### src/rtl/xpc_pkg.sv
package xpc_pkg;

  ////////////////////////////////////////////////////////////////////////////
  // Timing
  localparam int CLK_HZ = 25_000_000;
  localparam int CAL_TIME_MS = 180;
  localparam int CAL_CYC = CAL_TIME_MS * (CLK_HZ / 1000);
  localparam int ACQ_TIME_US = 250;
  localparam int ACQ_CYC = ACQ_TIME_US * (CLK_HZ / 1_000_000);
  localparam int FILT_TIME_US = 10;
  localparam int FILT_CYC = FILT_TIME_US * (CLK_HZ / 1_000_000);
  localparam int REF_GAP_NS = 1000;
  localparam int REF_GAP_CYC = REF_GAP_NS * (CLK_HZ / 1_000_000) / 1000;

  ////////////////////////////////////////////////////////////////////////////
  // Range select
  localparam int RANGE_W = 6;
  localparam int CAL_STEPS = 6;
  localparam logic [3:0] RANGE_PULL_RST = 4'h8;
  localparam logic [5:0] RANGE_RST = 6'h20;

  ////////////////////////////////////////////////////////////////////////////
  // Register map
  localparam logic [7:0] ADDR_CTRL = 8'h00;
  localparam logic [7:0] ADDR_STATUS = 8'h04;
  localparam logic [7:0] ADDR_RANGE = 8'h08;
  localparam logic [7:0] ADDR_FREQ = 8'h0C;
  localparam int CTRL_CAL_BIT = 0;
  localparam int CTRL_INJ_BIT = 1;
  localparam int ST_MODE_LSB = 0;
  localparam int ST_LOCK_BIT = 2;
  localparam int ST_ERR_BIT = 3;
  localparam int ST_BUSY_BIT = 4;
  localparam int ST_REF_BIT = 5;
  localparam int FREQ_MID_LSB = 8;
  localparam int FREQ_HIGH_LSB = 16;

  ////////////////////////////////////////////////////////////////////////////
  // Output frequency set, in MHz
  localparam logic [7:0] F_BASE_MHZ = 8'h28;
  localparam logic [7:0] F_MID_LO_MHZ = 8'h3C;
  localparam logic [7:0] F_HIGH_LO_MHZ = 8'h78;
  localparam logic [7:0] F_MID_HI_MHZ = 8'h50;
  localparam logic [7:0] F_HIGH_HI_MHZ = 8'hA0;

  typedef enum logic [1:0] {MODE_ONCE, MODE_RELOCK, MODE_MANUAL} xpc_mode_e;

  typedef struct packed {
    logic manual_freq_control;
    logic auto_relock_enable;
    logic cal_reset_n;
    logic [3:0] vcxo_range_select;
    logic [3:0] range_pin_driven;
  } xpc_pins_s;

  typedef struct packed {
    logic [7:0] base;
    logic [7:0] mid;
    logic [7:0] high;
  } xpc_freq_s;

endpackage : xpc_pkg

### src/rtl/xpc_cal_ctrl.sv
// What this block does
// - Mode from two pins: 00 gives 0, 01 gives 1, manual high gives 2.
// - Mode 1 recalibrates on every loss of lock, about 180 ms each.
// - Mode 2 disables calibration; range comes only from select, relock and reset pins.
// - Standalone: reference level picks range maximum (high) or minimum (low).
// - Mode 1 without reference keeps recalibrating, never stable.
// - Mode 0: no automatic restart; calibration only after reset, a software restart or leaving mode 2.
// - Mode 1: calibration after every reset and every unlock.
// - Manual low: low reset pin starts calibration then lock acquisition.
// - Manual high: six range bits, 5:4 from reset and relock pins.
// - Manual low: range pins ignored; calibration sets centre frequency.
// - Manual low: lock output is filtered and stable.
// - Manual high: lock output is the raw loop indication.
// - Error only while an upset persists; upset corrected silently.
// - Base 40 MHz; mode pin low 60/120, high 80/160 MHz.
// - Open range pins default: bit 3 high, bits 2..0 low.
//
// Decided for this implementation: the AHB-Lite register port and the register offsets.
`timescale 1ns/1ps
module xpc_cal_ctrl
  import xpc_pkg::*;
#(
  parameter int CAL_CYCLES = CAL_CYC,
  parameter int ACQ_CYCLES = ACQ_CYC,
  parameter int FILT_CYCLES = FILT_CYC
) (
  // Clock and reset
  input wire logic hclk,
  input wire logic hresetn,
  // AHB-Lite slave
  input wire logic hsel,
  input wire logic [31:0] haddr,
  input wire logic [1:0] htrans,
  input wire logic hwrite,
  input wire logic [2:0] hsize,
  input wire logic [31:0] hwdata,
  input wire logic hready,
  output logic [31:0] hrdata,
  output logic hreadyout,
  output logic hresp,
  // Configuration pins
  input wire xpc_pins_s pins,
  input wire logic freq_mode_sel,
  // Reference inputs
  input wire logic ref_clock_single_ended,
  input wire logic ref_clock_diff_pos,
  input wire logic ref_clock_diff_neg,
  // Analogue loop
  input wire logic pll_lock_raw,
  input wire logic vcxo_above_ref,
  output logic [RANGE_W-1:0] vcxo_range,
  output logic vcxo_pull_en,
  output logic vcxo_pull_max,
  // Status
  output logic locked,
  output logic seu_error,
  output xpc_freq_s out_freq
);

  typedef enum logic [2:0] {ST_CAL, ST_ACQ, ST_TRACK, ST_MANUAL} xpc_state_e;

  localparam int STEP_CYC = CAL_CYCLES / CAL_STEPS;

  ////////////////////////////////////////////////////////////////////////////
  // Pin decode
  xpc_mode_e mode;
  logic [3:0] range_lo;
  logic [RANGE_W-1:0] manual_range;
  logic ref_level;

  always_comb
  begin
    if (pins.manual_freq_control)
      mode = MODE_MANUAL;
    else if (pins.auto_relock_enable)
      mode = MODE_RELOCK;
    else
      mode = MODE_ONCE;
  end

  // Open pins fall back to their pull levels
  assign range_lo = (pins.vcxo_range_select & pins.range_pin_driven) |
                    (RANGE_PULL_RST & ~pins.range_pin_driven);
  assign manual_range = {pins.cal_reset_n, pins.auto_relock_enable, range_lo};
  // Receivers are ORed; an idle differential pair reads low
  assign ref_level = ref_clock_single_ended | (ref_clock_diff_pos & ~ref_clock_diff_neg);

  ////////////////////////////////////////////////////////////////////////////
  // Reference activity
  logic ref_prev_q, ref_prev_d;
  logic [7:0] gap_q, gap_d;
  logic ref_present;

  assign ref_present = gap_q < 8'(REF_GAP_CYC);

  always_comb
  begin
    ref_prev_d = ref_level;
    gap_d = gap_q;
    if (ref_level != ref_prev_q)
      gap_d = 8'h00;
    else if (ref_present)
      gap_d = gap_q + 8'h01;
  end

  always_ff @(posedge hclk or negedge hresetn)
  begin
    if (!hresetn)
    begin
      ref_prev_q <= 1'b0;
      gap_q <= 8'(REF_GAP_CYC);
    end
    else
    begin
      ref_prev_q <= ref_prev_d;
      gap_q <= gap_d;
    end
  end

  ////////////////////////////////////////////////////////////////////////////
  // Lock filter and protected calibration setting
  logic lock_filt;
  logic st_wr;
  logic [RANGE_W-1:0] st_wdata;
  logic [RANGE_W-1:0] cal_range;
  logic st_mismatch;
  logic inject_pulse;

  xpc_lock_filter #(.CNT(FILT_CYCLES)) u_filter (
    .hclk(hclk),
    .hresetn(hresetn),
    .raw(pll_lock_raw),
    .filtered(lock_filt)
  );

  xpc_tmr_store #(.W(RANGE_W)) u_store (
    .hclk(hclk),
    .hresetn(hresetn),
    .wr_en(st_wr),
    .wr_data(st_wdata),
    .inject(inject_pulse),
    .value(cal_range),
    .mismatch(st_mismatch)
  );

  ////////////////////////////////////////////////////////////////////////////
  // Calibration sequencer
  xpc_state_e state_q, state_d;
  logic [31:0] tmr_q, tmr_d;
  logic [2:0] bit_q, bit_d;
  logic sw_cal_pulse;

  // Successive approximation: one range bit per step, MSB first
  always_comb
  begin
    state_d = state_q;
    tmr_d = tmr_q + 32'h1;
    bit_d = bit_q;
    st_wr = 1'b0;
    st_wdata = cal_range;
    case (state_q)
      ST_CAL:
      begin
        if (!pins.cal_reset_n || tmr_q == 32'h0)
        begin
          tmr_d = 32'h1;
          bit_d = 3'(RANGE_W - 1);
          st_wr = 1'b1;
          st_wdata = RANGE_W'(1) << (RANGE_W - 1);
        end
        else if (tmr_q == 32'(STEP_CYC))
        begin
          tmr_d = 32'h1;
          st_wr = 1'b1;
          st_wdata = cal_range;
          if (vcxo_above_ref)
            st_wdata[bit_q] = 1'b0;
          if (bit_q == 3'h0)
          begin
            state_d = ST_ACQ;
            tmr_d = 32'h0;
          end
          else
          begin
            bit_d = bit_q - 3'h1;
            st_wdata[bit_q - 3'h1] = 1'b1;
          end
        end
      end
      ST_ACQ:
      begin
        if (lock_filt)
          state_d = ST_TRACK;
        else if (tmr_q >= 32'(ACQ_CYCLES - 1) && mode == MODE_RELOCK)
        begin
          state_d = ST_CAL;
          tmr_d = 32'h0;
        end
      end
      ST_TRACK:
      begin
        tmr_d = 32'h0;
        if (!lock_filt)
          state_d = (mode == MODE_RELOCK) ? ST_CAL : ST_ACQ;
      end
      ST_MANUAL:
        tmr_d = 32'h0;
      default:
      begin
        state_d = ST_CAL;
        tmr_d = 32'h0;
      end
    endcase
    if (mode == MODE_MANUAL)
    begin
      state_d = ST_MANUAL;
      st_wr = 1'b0;
      tmr_d = 32'h0;
    end
    else if (state_q == ST_MANUAL || sw_cal_pulse || (!pins.cal_reset_n && state_q != ST_CAL))
    begin
      state_d = ST_CAL;
      tmr_d = 32'h0;
    end
  end

  always_ff @(posedge hclk or negedge hresetn)
  begin
    if (!hresetn)
    begin
      state_q <= ST_CAL;
      tmr_q <= 32'h0;
      bit_q <= 3'(RANGE_W - 1);
    end
    else
    begin
      state_q <= state_d;
      tmr_q <= tmr_d;
      bit_q <= bit_d;
    end
  end

  ////////////////////////////////////////////////////////////////////////////
  // Registered outputs
  logic [RANGE_W-1:0] range_d;
  logic locked_d, err_d, pull_en_d, pull_max_d;
  xpc_freq_s freq_d;

  always_comb
  begin
    range_d = (mode == MODE_MANUAL) ? manual_range : cal_range;
    locked_d = (mode == MODE_MANUAL) ? pll_lock_raw : (lock_filt && state_q == ST_TRACK);
    err_d = st_mismatch;
    pull_en_d = (mode == MODE_MANUAL) && !ref_present;
    pull_max_d = ref_level;
    freq_d.base = F_BASE_MHZ;
    freq_d.mid = freq_mode_sel ? F_MID_HI_MHZ : F_MID_LO_MHZ;
    freq_d.high = freq_mode_sel ? F_HIGH_HI_MHZ : F_HIGH_LO_MHZ;
  end

  always_ff @(posedge hclk or negedge hresetn)
  begin
    if (!hresetn)
    begin
      vcxo_range <= RANGE_RST;
      locked <= 1'b0;
      seu_error <= 1'b0;
      vcxo_pull_en <= 1'b0;
      vcxo_pull_max <= 1'b0;
      out_freq <= '0;
    end
    else
    begin
      vcxo_range <= range_d;
      locked <= locked_d;
      seu_error <= err_d;
      vcxo_pull_en <= pull_en_d;
      vcxo_pull_max <= pull_max_d;
      out_freq <= freq_d;
    end
  end

  ////////////////////////////////////////////////////////////////////////////
  // AHB-Lite slave, zero wait states
  logic wr_pend_q, wr_pend_d;
  logic [7:0] wr_addr_q, wr_addr_d;
  logic [31:0] rdata_d;
  logic [31:0] status_word;
  logic addr_ok;

  assign addr_ok = hsel && hready && htrans[1];
  assign status_word = {26'h0, ref_present, state_q == ST_CAL, seu_error, locked, 2'(mode)};

  always_comb
  begin
    wr_pend_d = addr_ok && hwrite;
    wr_addr_d = haddr[7:0];
    rdata_d = 32'h0;
    if (addr_ok && !hwrite && haddr[31:8] == 24'h0)
    begin
      case (haddr[7:0])
        ADDR_STATUS: rdata_d = status_word;
        ADDR_RANGE: rdata_d = {26'h0, vcxo_range};
        ADDR_FREQ: rdata_d = {8'h0, out_freq.high, out_freq.mid, out_freq.base};
        default: rdata_d = 32'h0;
      endcase
    end
  end

  // Control writes act as one-cycle pulses; the register reads as zero
  assign sw_cal_pulse = wr_pend_q && wr_addr_q == ADDR_CTRL && hwdata[CTRL_CAL_BIT];
  assign inject_pulse = wr_pend_q && wr_addr_q == ADDR_CTRL && hwdata[CTRL_INJ_BIT];

  always_ff @(posedge hclk or negedge hresetn)
  begin
    if (!hresetn)
    begin
      wr_pend_q <= 1'b0;
      wr_addr_q <= 8'h00;
      hrdata <= 32'h0;
    end
    else
    begin
      wr_pend_q <= wr_pend_d;
      wr_addr_q <= wr_addr_d;
      hrdata <= rdata_d;
    end
  end

  assign hreadyout = 1'b1;
  assign hresp = 1'b0;

  ////////////////////////////////////////////////////////////////////////////
  // Checks
  chk_mode_decode: assert property (@(posedge hclk) disable iff (!hresetn)
    status_word[1:0] == {pins.manual_freq_control, !pins.manual_freq_control && pins.auto_relock_enable})
    else $error("Mode decode wrong");

  chk_relock_start: assert property (@(posedge hclk) disable iff (!hresetn)
    state_q == ST_TRACK && !lock_filt && mode == MODE_RELOCK && pins.cal_reset_n |=> state_q == ST_CAL)
    else $error("Mode 1 did not recalibrate on unlock");

  chk_manual_range: assert property (@(posedge hclk) disable iff (!hresetn)
    mode == MODE_MANUAL |=> vcxo_range == $past(manual_range) && !st_wr)
    else $error("Manual range not applied");

  chk_pull_level: assert property (@(posedge hclk) disable iff (!hresetn)
    1'b1 |=> vcxo_pull_max == $past(ref_level))
    else $error("Pull extreme does not follow reference level");

  chk_no_auto_restart: assert property (@(posedge hclk) disable iff (!hresetn)
    state_q == ST_TRACK && mode == MODE_ONCE && !sw_cal_pulse && pins.cal_reset_n |=> state_q != ST_CAL)
    else $error("Mode 0 restarted calibration");

  chk_pin_reset: assert property (@(posedge hclk) disable iff (!hresetn)
    !pins.cal_reset_n && mode != MODE_MANUAL |=> state_q == ST_CAL ##0 tmr_q <= 32'h1)
    else $error("Reset pin did not restart calibration");

  chk_cal_range_kept: assert property (@(posedge hclk) disable iff (!hresetn)
    state_q != ST_CAL && !inject_pulse && !st_mismatch |=> $stable(cal_range))
    else $error("Calibrated setting changed outside calibration");

  chk_raw_lock: assert property (@(posedge hclk) disable iff (!hresetn)
    mode == MODE_MANUAL |=> locked == $past(pll_lock_raw))
    else $error("Manual lock not raw");

  chk_error_flag: assert property (@(posedge hclk) disable iff (!hresetn)
    inject_pulse |=> st_mismatch ##1 seu_error ##1 !seu_error)
    else $error("Error flag timing wrong");

  chk_freq_set: assert property (@(posedge hclk) disable iff (!hresetn)
    1'b1 |=> out_freq.base == F_BASE_MHZ && out_freq.high == ($past(freq_mode_sel) ? F_HIGH_HI_MHZ : F_HIGH_LO_MHZ))
    else $error("Output frequency set wrong");

  chk_pull_defaults: assert property (@(posedge hclk) disable iff (!hresetn)
    pins.range_pin_driven == 4'h0 && mode == MODE_MANUAL |=> vcxo_range[3:0] == RANGE_PULL_RST)
    else $error("Open range pins not at pull levels");

  cov_cal_done: cover property (@(posedge hclk) disable iff (!hresetn) state_q == ST_ACQ ##1 state_q == ST_TRACK);
  cov_relock: cover property (@(posedge hclk) disable iff (!hresetn) state_q == ST_TRACK ##1 state_q == ST_CAL);
  cov_upset: cover property (@(posedge hclk) disable iff (!hresetn) seu_error);
  cov_standalone: cover property (@(posedge hclk) disable iff (!hresetn) vcxo_pull_en && vcxo_pull_max);

endmodule : xpc_cal_ctrl

### src/rtl/xpc_lock_filter.sv
`timescale 1ns/1ps
module xpc_lock_filter
  import xpc_pkg::*;
#(
  parameter int CNT = FILT_CYC
) (
  // Clock and reset
  input wire logic hclk,
  input wire logic hresetn,
  // Lock
  input wire logic raw,
  output logic filtered
);

  logic filt_q, filt_d;
  logic [15:0] cnt_q, cnt_d;

  // Output moves only after the raw level has held for CNT cycles
  always_comb
  begin
    filt_d = filt_q;
    cnt_d = 16'h0000;
    if (raw != filt_q)
    begin
      if (cnt_q == 16'(CNT - 1))
        filt_d = raw;
      else
        cnt_d = cnt_q + 16'h0001;
    end
  end

  always_ff @(posedge hclk or negedge hresetn)
  begin
    if (!hresetn)
    begin
      filt_q <= 1'b0;
      cnt_q <= 16'h0000;
    end
    else
    begin
      filt_q <= filt_d;
      cnt_q <= cnt_d;
    end
  end

  assign filtered = filt_q;

  chk_filter_hold: assert property (@(posedge hclk) disable iff (!hresetn)
    $changed(filt_q) |-> $past(raw) == filt_q && $past(cnt_q) == 16'(CNT - 1))
    else $error("Filtered lock moved without a full hold");

endmodule : xpc_lock_filter

### src/rtl/xpc_tmr_store.sv
`timescale 1ns/1ps
module xpc_tmr_store
  import xpc_pkg::*;
#(
  parameter int W = RANGE_W
) (
  // Clock and reset
  input wire logic hclk,
  input wire logic hresetn,
  // Write side
  input wire logic wr_en,
  input wire logic [W-1:0] wr_data,
  input wire logic inject,
  // Read side
  output logic [W-1:0] value,
  output logic mismatch
);

  logic [W-1:0] copy_q [3];
  logic [W-1:0] copy_d [3];
  logic [W-1:0] voted;

  assign voted = (copy_q[0] & copy_q[1]) | (copy_q[0] & copy_q[2]) | (copy_q[1] & copy_q[2]);
  assign mismatch = (copy_q[0] != copy_q[1]) || (copy_q[0] != copy_q[2]);
  assign value = voted;

  // A flipped copy is outvoted and scrubbed the next cycle
  for (genvar i = 0; i < 3; i++)
  begin : g_copy
    always_comb
    begin
      copy_d[i] = wr_en ? wr_data : voted;
      if (inject && i == 0)
        copy_d[i] = voted ^ W'(1);
    end

    always_ff @(posedge hclk or negedge hresetn)
    begin
      if (!hresetn)
        copy_q[i] <= W'(RANGE_RST);
      else
        copy_q[i] <= copy_d[i];
    end
  end

  chk_scrub_one: assert property (@(posedge hclk) disable iff (!hresetn)
    mismatch && !inject |=> !mismatch)
    else $error("Upset not corrected in one cycle");

endmodule : xpc_tmr_store

### config.mk
export PLATFORM = sky130hd
export DESIGN_NAME = xpc_cal_ctrl
export DESIGN_NICKNAME = d
export VERILOG_FILES = /design/src/rtl/xpc_pkg.sv /design/src/rtl/xpc_cal_ctrl.sv /design/src/rtl/xpc_lock_filter.sv /design/src/rtl/xpc_tmr_store.sv
export SDC_FILE = /design/constraint.sdc
export NUM_CORES = 1
export LEC_CHECK = 0
export ABC_CLOCK_PERIOD_IN_PS = 2000
export BUFFER_PORTS_ARGS = -buffer_cell sky130_fd_sc_hd__buf_4
export CAP_MARGIN = 20
export CORE_UTILIZATION = 48
export DETAILED_ROUTE_END_ITERATION = 10
export PLACE_DENSITY = 0.8
export SKIP_CTS_REPAIR_TIMING = 1
export SLEW_MARGIN = 20
export SYNTH_ARGS = -nofsm -noshare
export SYNTH_HDL_FRONTEND = slang
export SYNTH_SLANG_ARGS = --single-unit
### constraint.sdc
create_clock -name hclk -period 2 [get_ports hclk]
set_input_delay 0.2 -clock hclk [delete_from_list [all_inputs] [get_ports hclk]]
set_output_delay 0.2 -clock hclk [all_outputs]
set_load 0.05 [all_outputs]
==> summary.txt <==
Place
  – Setup WS pre-CTS: -0.296 ns
  – Port bufs: 94
  – GP Congestion: 0.931
  – HPWL after DPL: between 10000 and 15000 microns
  – Placed cell area: 6830 sq um

Clock network
  – Clock Sinks: 105
  – Clk Latency, worst-skew pair: ~0.35 ns
  – CTS tree: done
  – Clk root buf: clkbuf_16
  – H-tree depth: 3
  – TritonCTS Buffers: 9
  – Deepest clock path buffer count: 2
  – Clk slew on worst S/H paths: 0.07 ns

Route
  – DR pass1 iterations: 5
  – Via Count: 4917
  – Initial DRC Count: 396
  – Vias/cell: 5.59
  – WL final: ~14000 microns
  – Antenna violation net count after detailed routing: 0
  – WL/cell: 16.5 microns
  – DR DRC count: 0

Synthesis
  – Post-synth top flop: dfrtp_1
  – Synth warnings: 0
  – Leading area contributor after synthesis: dfrtp_1
  – Post-synth ARST share: 100%
  – Synth top area share: 42.8%
  – Syn Area/Cell: a little under 10 sq um
  – Netlist cell types: between 60 and 70
  – Synthesized area: 5670 sq um
  – EDFF count, synth: 0
  – Most numerous cell in the Yosys netlist: dfrtp_1
  – Register area share after synthesis: between 40% and 50%
  – FF+latch count, synth: 105
  – Synth top cells by count: dfrtp_1 (97), nor2_1 (58), buf_4 (47), nor3_1 (45), nand2_1 (33)
  – Largest cells by area after synthesis: dfrtp_1 (43%), buf_4 (6.2%), xor2_1 (4.3%)
  – Mapped Cells: 584

Final layout
  – Fin nets: 838
  – Area growth from synthesis to layout: 31.0%
  – ANT cells: 0
  – Design area: 7430 sq um
  – # fillers: 824
  – Layout cell share with drive strength beyond 1: 34.7%
  – Final Util: 64.8%

Critical path
  – CP endpoint kind: flip-flop
  – CP cell instances: buf_6 > or3b_1 > or4_4 > a211oi_4 > nor2_1 > a21oi_4 > buf_4 > nor3_1
  – Worst endpoint required time: 2.23 ns
  – Critical path peak fanout: 6
  – CP Data Arrival Time: around 2.6 ns
  – Path depth of the worst reg2reg path: 8
  – R2R Path Start: tmr_q[10]
  – Worst reg2reg path endpoint: tmr_q[10]
  – Setup CP Type: flip-flop to flip-flop
  – Crit path largest cell delay: roughly 0.44 ns
  – CP Launch Type: flip-flop
  – Slowest cell on crit path: or4_4
  – Reg2reg setup slack: -0.34 ns

Floorplan
  – Chip width: 111 microns
  – Core area: 11500 sq um
  – Io pins: approximately 160
  – Die H: 111 microns
  – Initial Utilization: about half
  – # rows: 39
  – Die area: 12300 sq um

Power and ir drop
  – Switching share of power: approximately 30%
  – Psw: 1.42 mW
  – Clock share of power: 34.8%
  – Power per Cell Area: 645 nW/um^2
  – Flop pwr share: 47.4%
  – Leak: about 3.3 nW
  – Internal power: around 3.4 mW
  – Worst VDD drop: 0.551 mV
  – Tot Pwr: around 4.8 mW
  – Combinational fraction of design power: 17.8%

Timing
  – PnR worst setup slack: -0.335 ns
  – RSZ-0062 raised after global routing: true
  – Rel. slew slack: 53.1%
  – Final Skew: 0.00656 ns
  – Hold Vio Cnt, Final: 0
  – Max-slew violations: 0
  – Setup violators final: 48
  – Fmax: approximately 430 MHz
  – Fin crit share: 117%
  – Fin crit period: 2.34 ns
  – Worst-margin pin slew: approximately 0.70 ns

Global routing
  – Vias in the first global route: 4680
  – Gr ovfl total: 0
  – Initial antenna violation count: 0
  – All-Layer GR Usage: 22.8%
  – First-pass GRT wire length: 22600 microns
  – Pin count of the biggest net entering global routing: 50

Hold path
  – Hold path depth: 2
  – Class of the worst hold path: input port to flip-flop
  – HP Start: pins[3]
  – Hold path endpoint: vcxo_range[3]

Outcome
  – Status: finished, violations left
  – Failing checks: negative setup slack

Job
  – Max-cap check violation count: 0
==> layout make-up <==
class | count | area, sq um | area share [%]
clock inverters | 5 | 40.0 | 0.539
well taps | 143 | 179 | 2.41
repair buffers | 172 | 1370 | 18.5
multi-input cells | 422 | 2880 | 38.7
inverters | 22 | 82.6 | 1.11
clock buffers | 11 | 243 | 3.27
flip-flops and latches | 105 | 2640 | 35.5
==> kinds of logic (layout without fill, tap and decap cells) <==
logic type | after synthesis | count (layout) | share of synthesized area (%)
muxes | 2 | 2 | 0.375
other | 2 | 31 | 0.132
DFF | 105 | 105 | 46.5
xor gates and xnor gates | 50 | 50 | 7.72
and+or+nand+nor | 253 | 253 | 24.0
AOI/OAI and AO/OA | 71 | 71 | 8.09
buffers and inverters | 86 | 210 | 9.90
adders and majority gates | 15 | 15 | 3.31
==> power groups by stage <==
stage	sequential, mW	combinational, mW	clock (mW)
after floorplan	2.36	0.510	0
after CTS	2.27	0.809	1.71
after detailed placement	2.31	0.805	0
final	2.28	0.852	1.67
after global placement	2.31	0.783	0
after global routing	2.28	0.915	1.79
==> through the flow <==
stage	hold WS [ns]	setup TNS, ns	std cells
after floorplan	-0.0956	-4.11	613
after global placement	0.154	-7.95	845
after detailed placement	0.163	-10.15	845
after CTS	-0.209	-11.08	861
after global routing	0.0493	-15.89	880
final	0.0557	-13.31	880
==> state kept, by name, summed over array words and instances, names as in the netlist, 3 cells and up <==
signal / flops
u_filter.cnt_q: 16
vcxo_range: 6
wr_addr_q: 8
u_store.copy_q: 12
out_freq: 3
gap_q: 8
hrdata: 9
bit_q: 3
tmr_q: 32
==> worst max-delay path by stage <==
stage          startpoint                  to  slack [ns]  cells past startpoint
5_1_grt         tmr_q[10]            tmr_q[1]       -0.40                      8
2_1_floorplan   tmr_q[10]  u_store.copy_q[12]       -0.15                      6
6_report        tmr_q[10]           tmr_q[10]       -0.34                      8
3_5_place_dp    tmr_q[10]  u_store.copy_q[13]       -0.30                      8
4_1_cts         tmr_q[10]  u_store.copy_q[13]       -0.30                      8
3_3_place_gp     tmr_q[9]  u_store.copy_q[12]       -0.22                      6
==> layout by cell type (no fill, tap or decap), types with 10 or more instances in the layout <==
master,Yosys,final
nand3_1,27,27
nor3_2,0,29
xor2_1,28,28
dfrtp_1,97,97
buf_4,47,154
dlygate4sd3_1,0,10
ha_1,15,15
nand2_1,33,32
conb_1,2,31
a21oi_1,14,10
xnor2_1,22,22
nor2_1,58,58
nor3_1,45,16
nand4_1,13,13
nor4_1,16,11
o21ai_0,15,11
inv_1,22,21
==> worst max-delay path, delay by kind of cell (launching register included) <==
| family | cells | cell delay, ns |
|---|---|---|
| and+or+nand+nor | 4 | 0.99 |
| AOI/OAI and AO/OA | 2 | 0.48 |
| DFF | 1 | 0.40 |
| buffers and inverters | 2 | 0.35 |
==> layer usage <==
| layer | GRT usage [%] | wire, microns |
|---|---|---|
| met1 | 27.5 | 5590 |
| met2 | 40.9 | 7580 |
| met3 | 4.92 | 948 |
| met4 | 6.49 | 350 |
| met5 | 0 | 0 |
No activity file was read; power rests on OpenSTA's default activity.
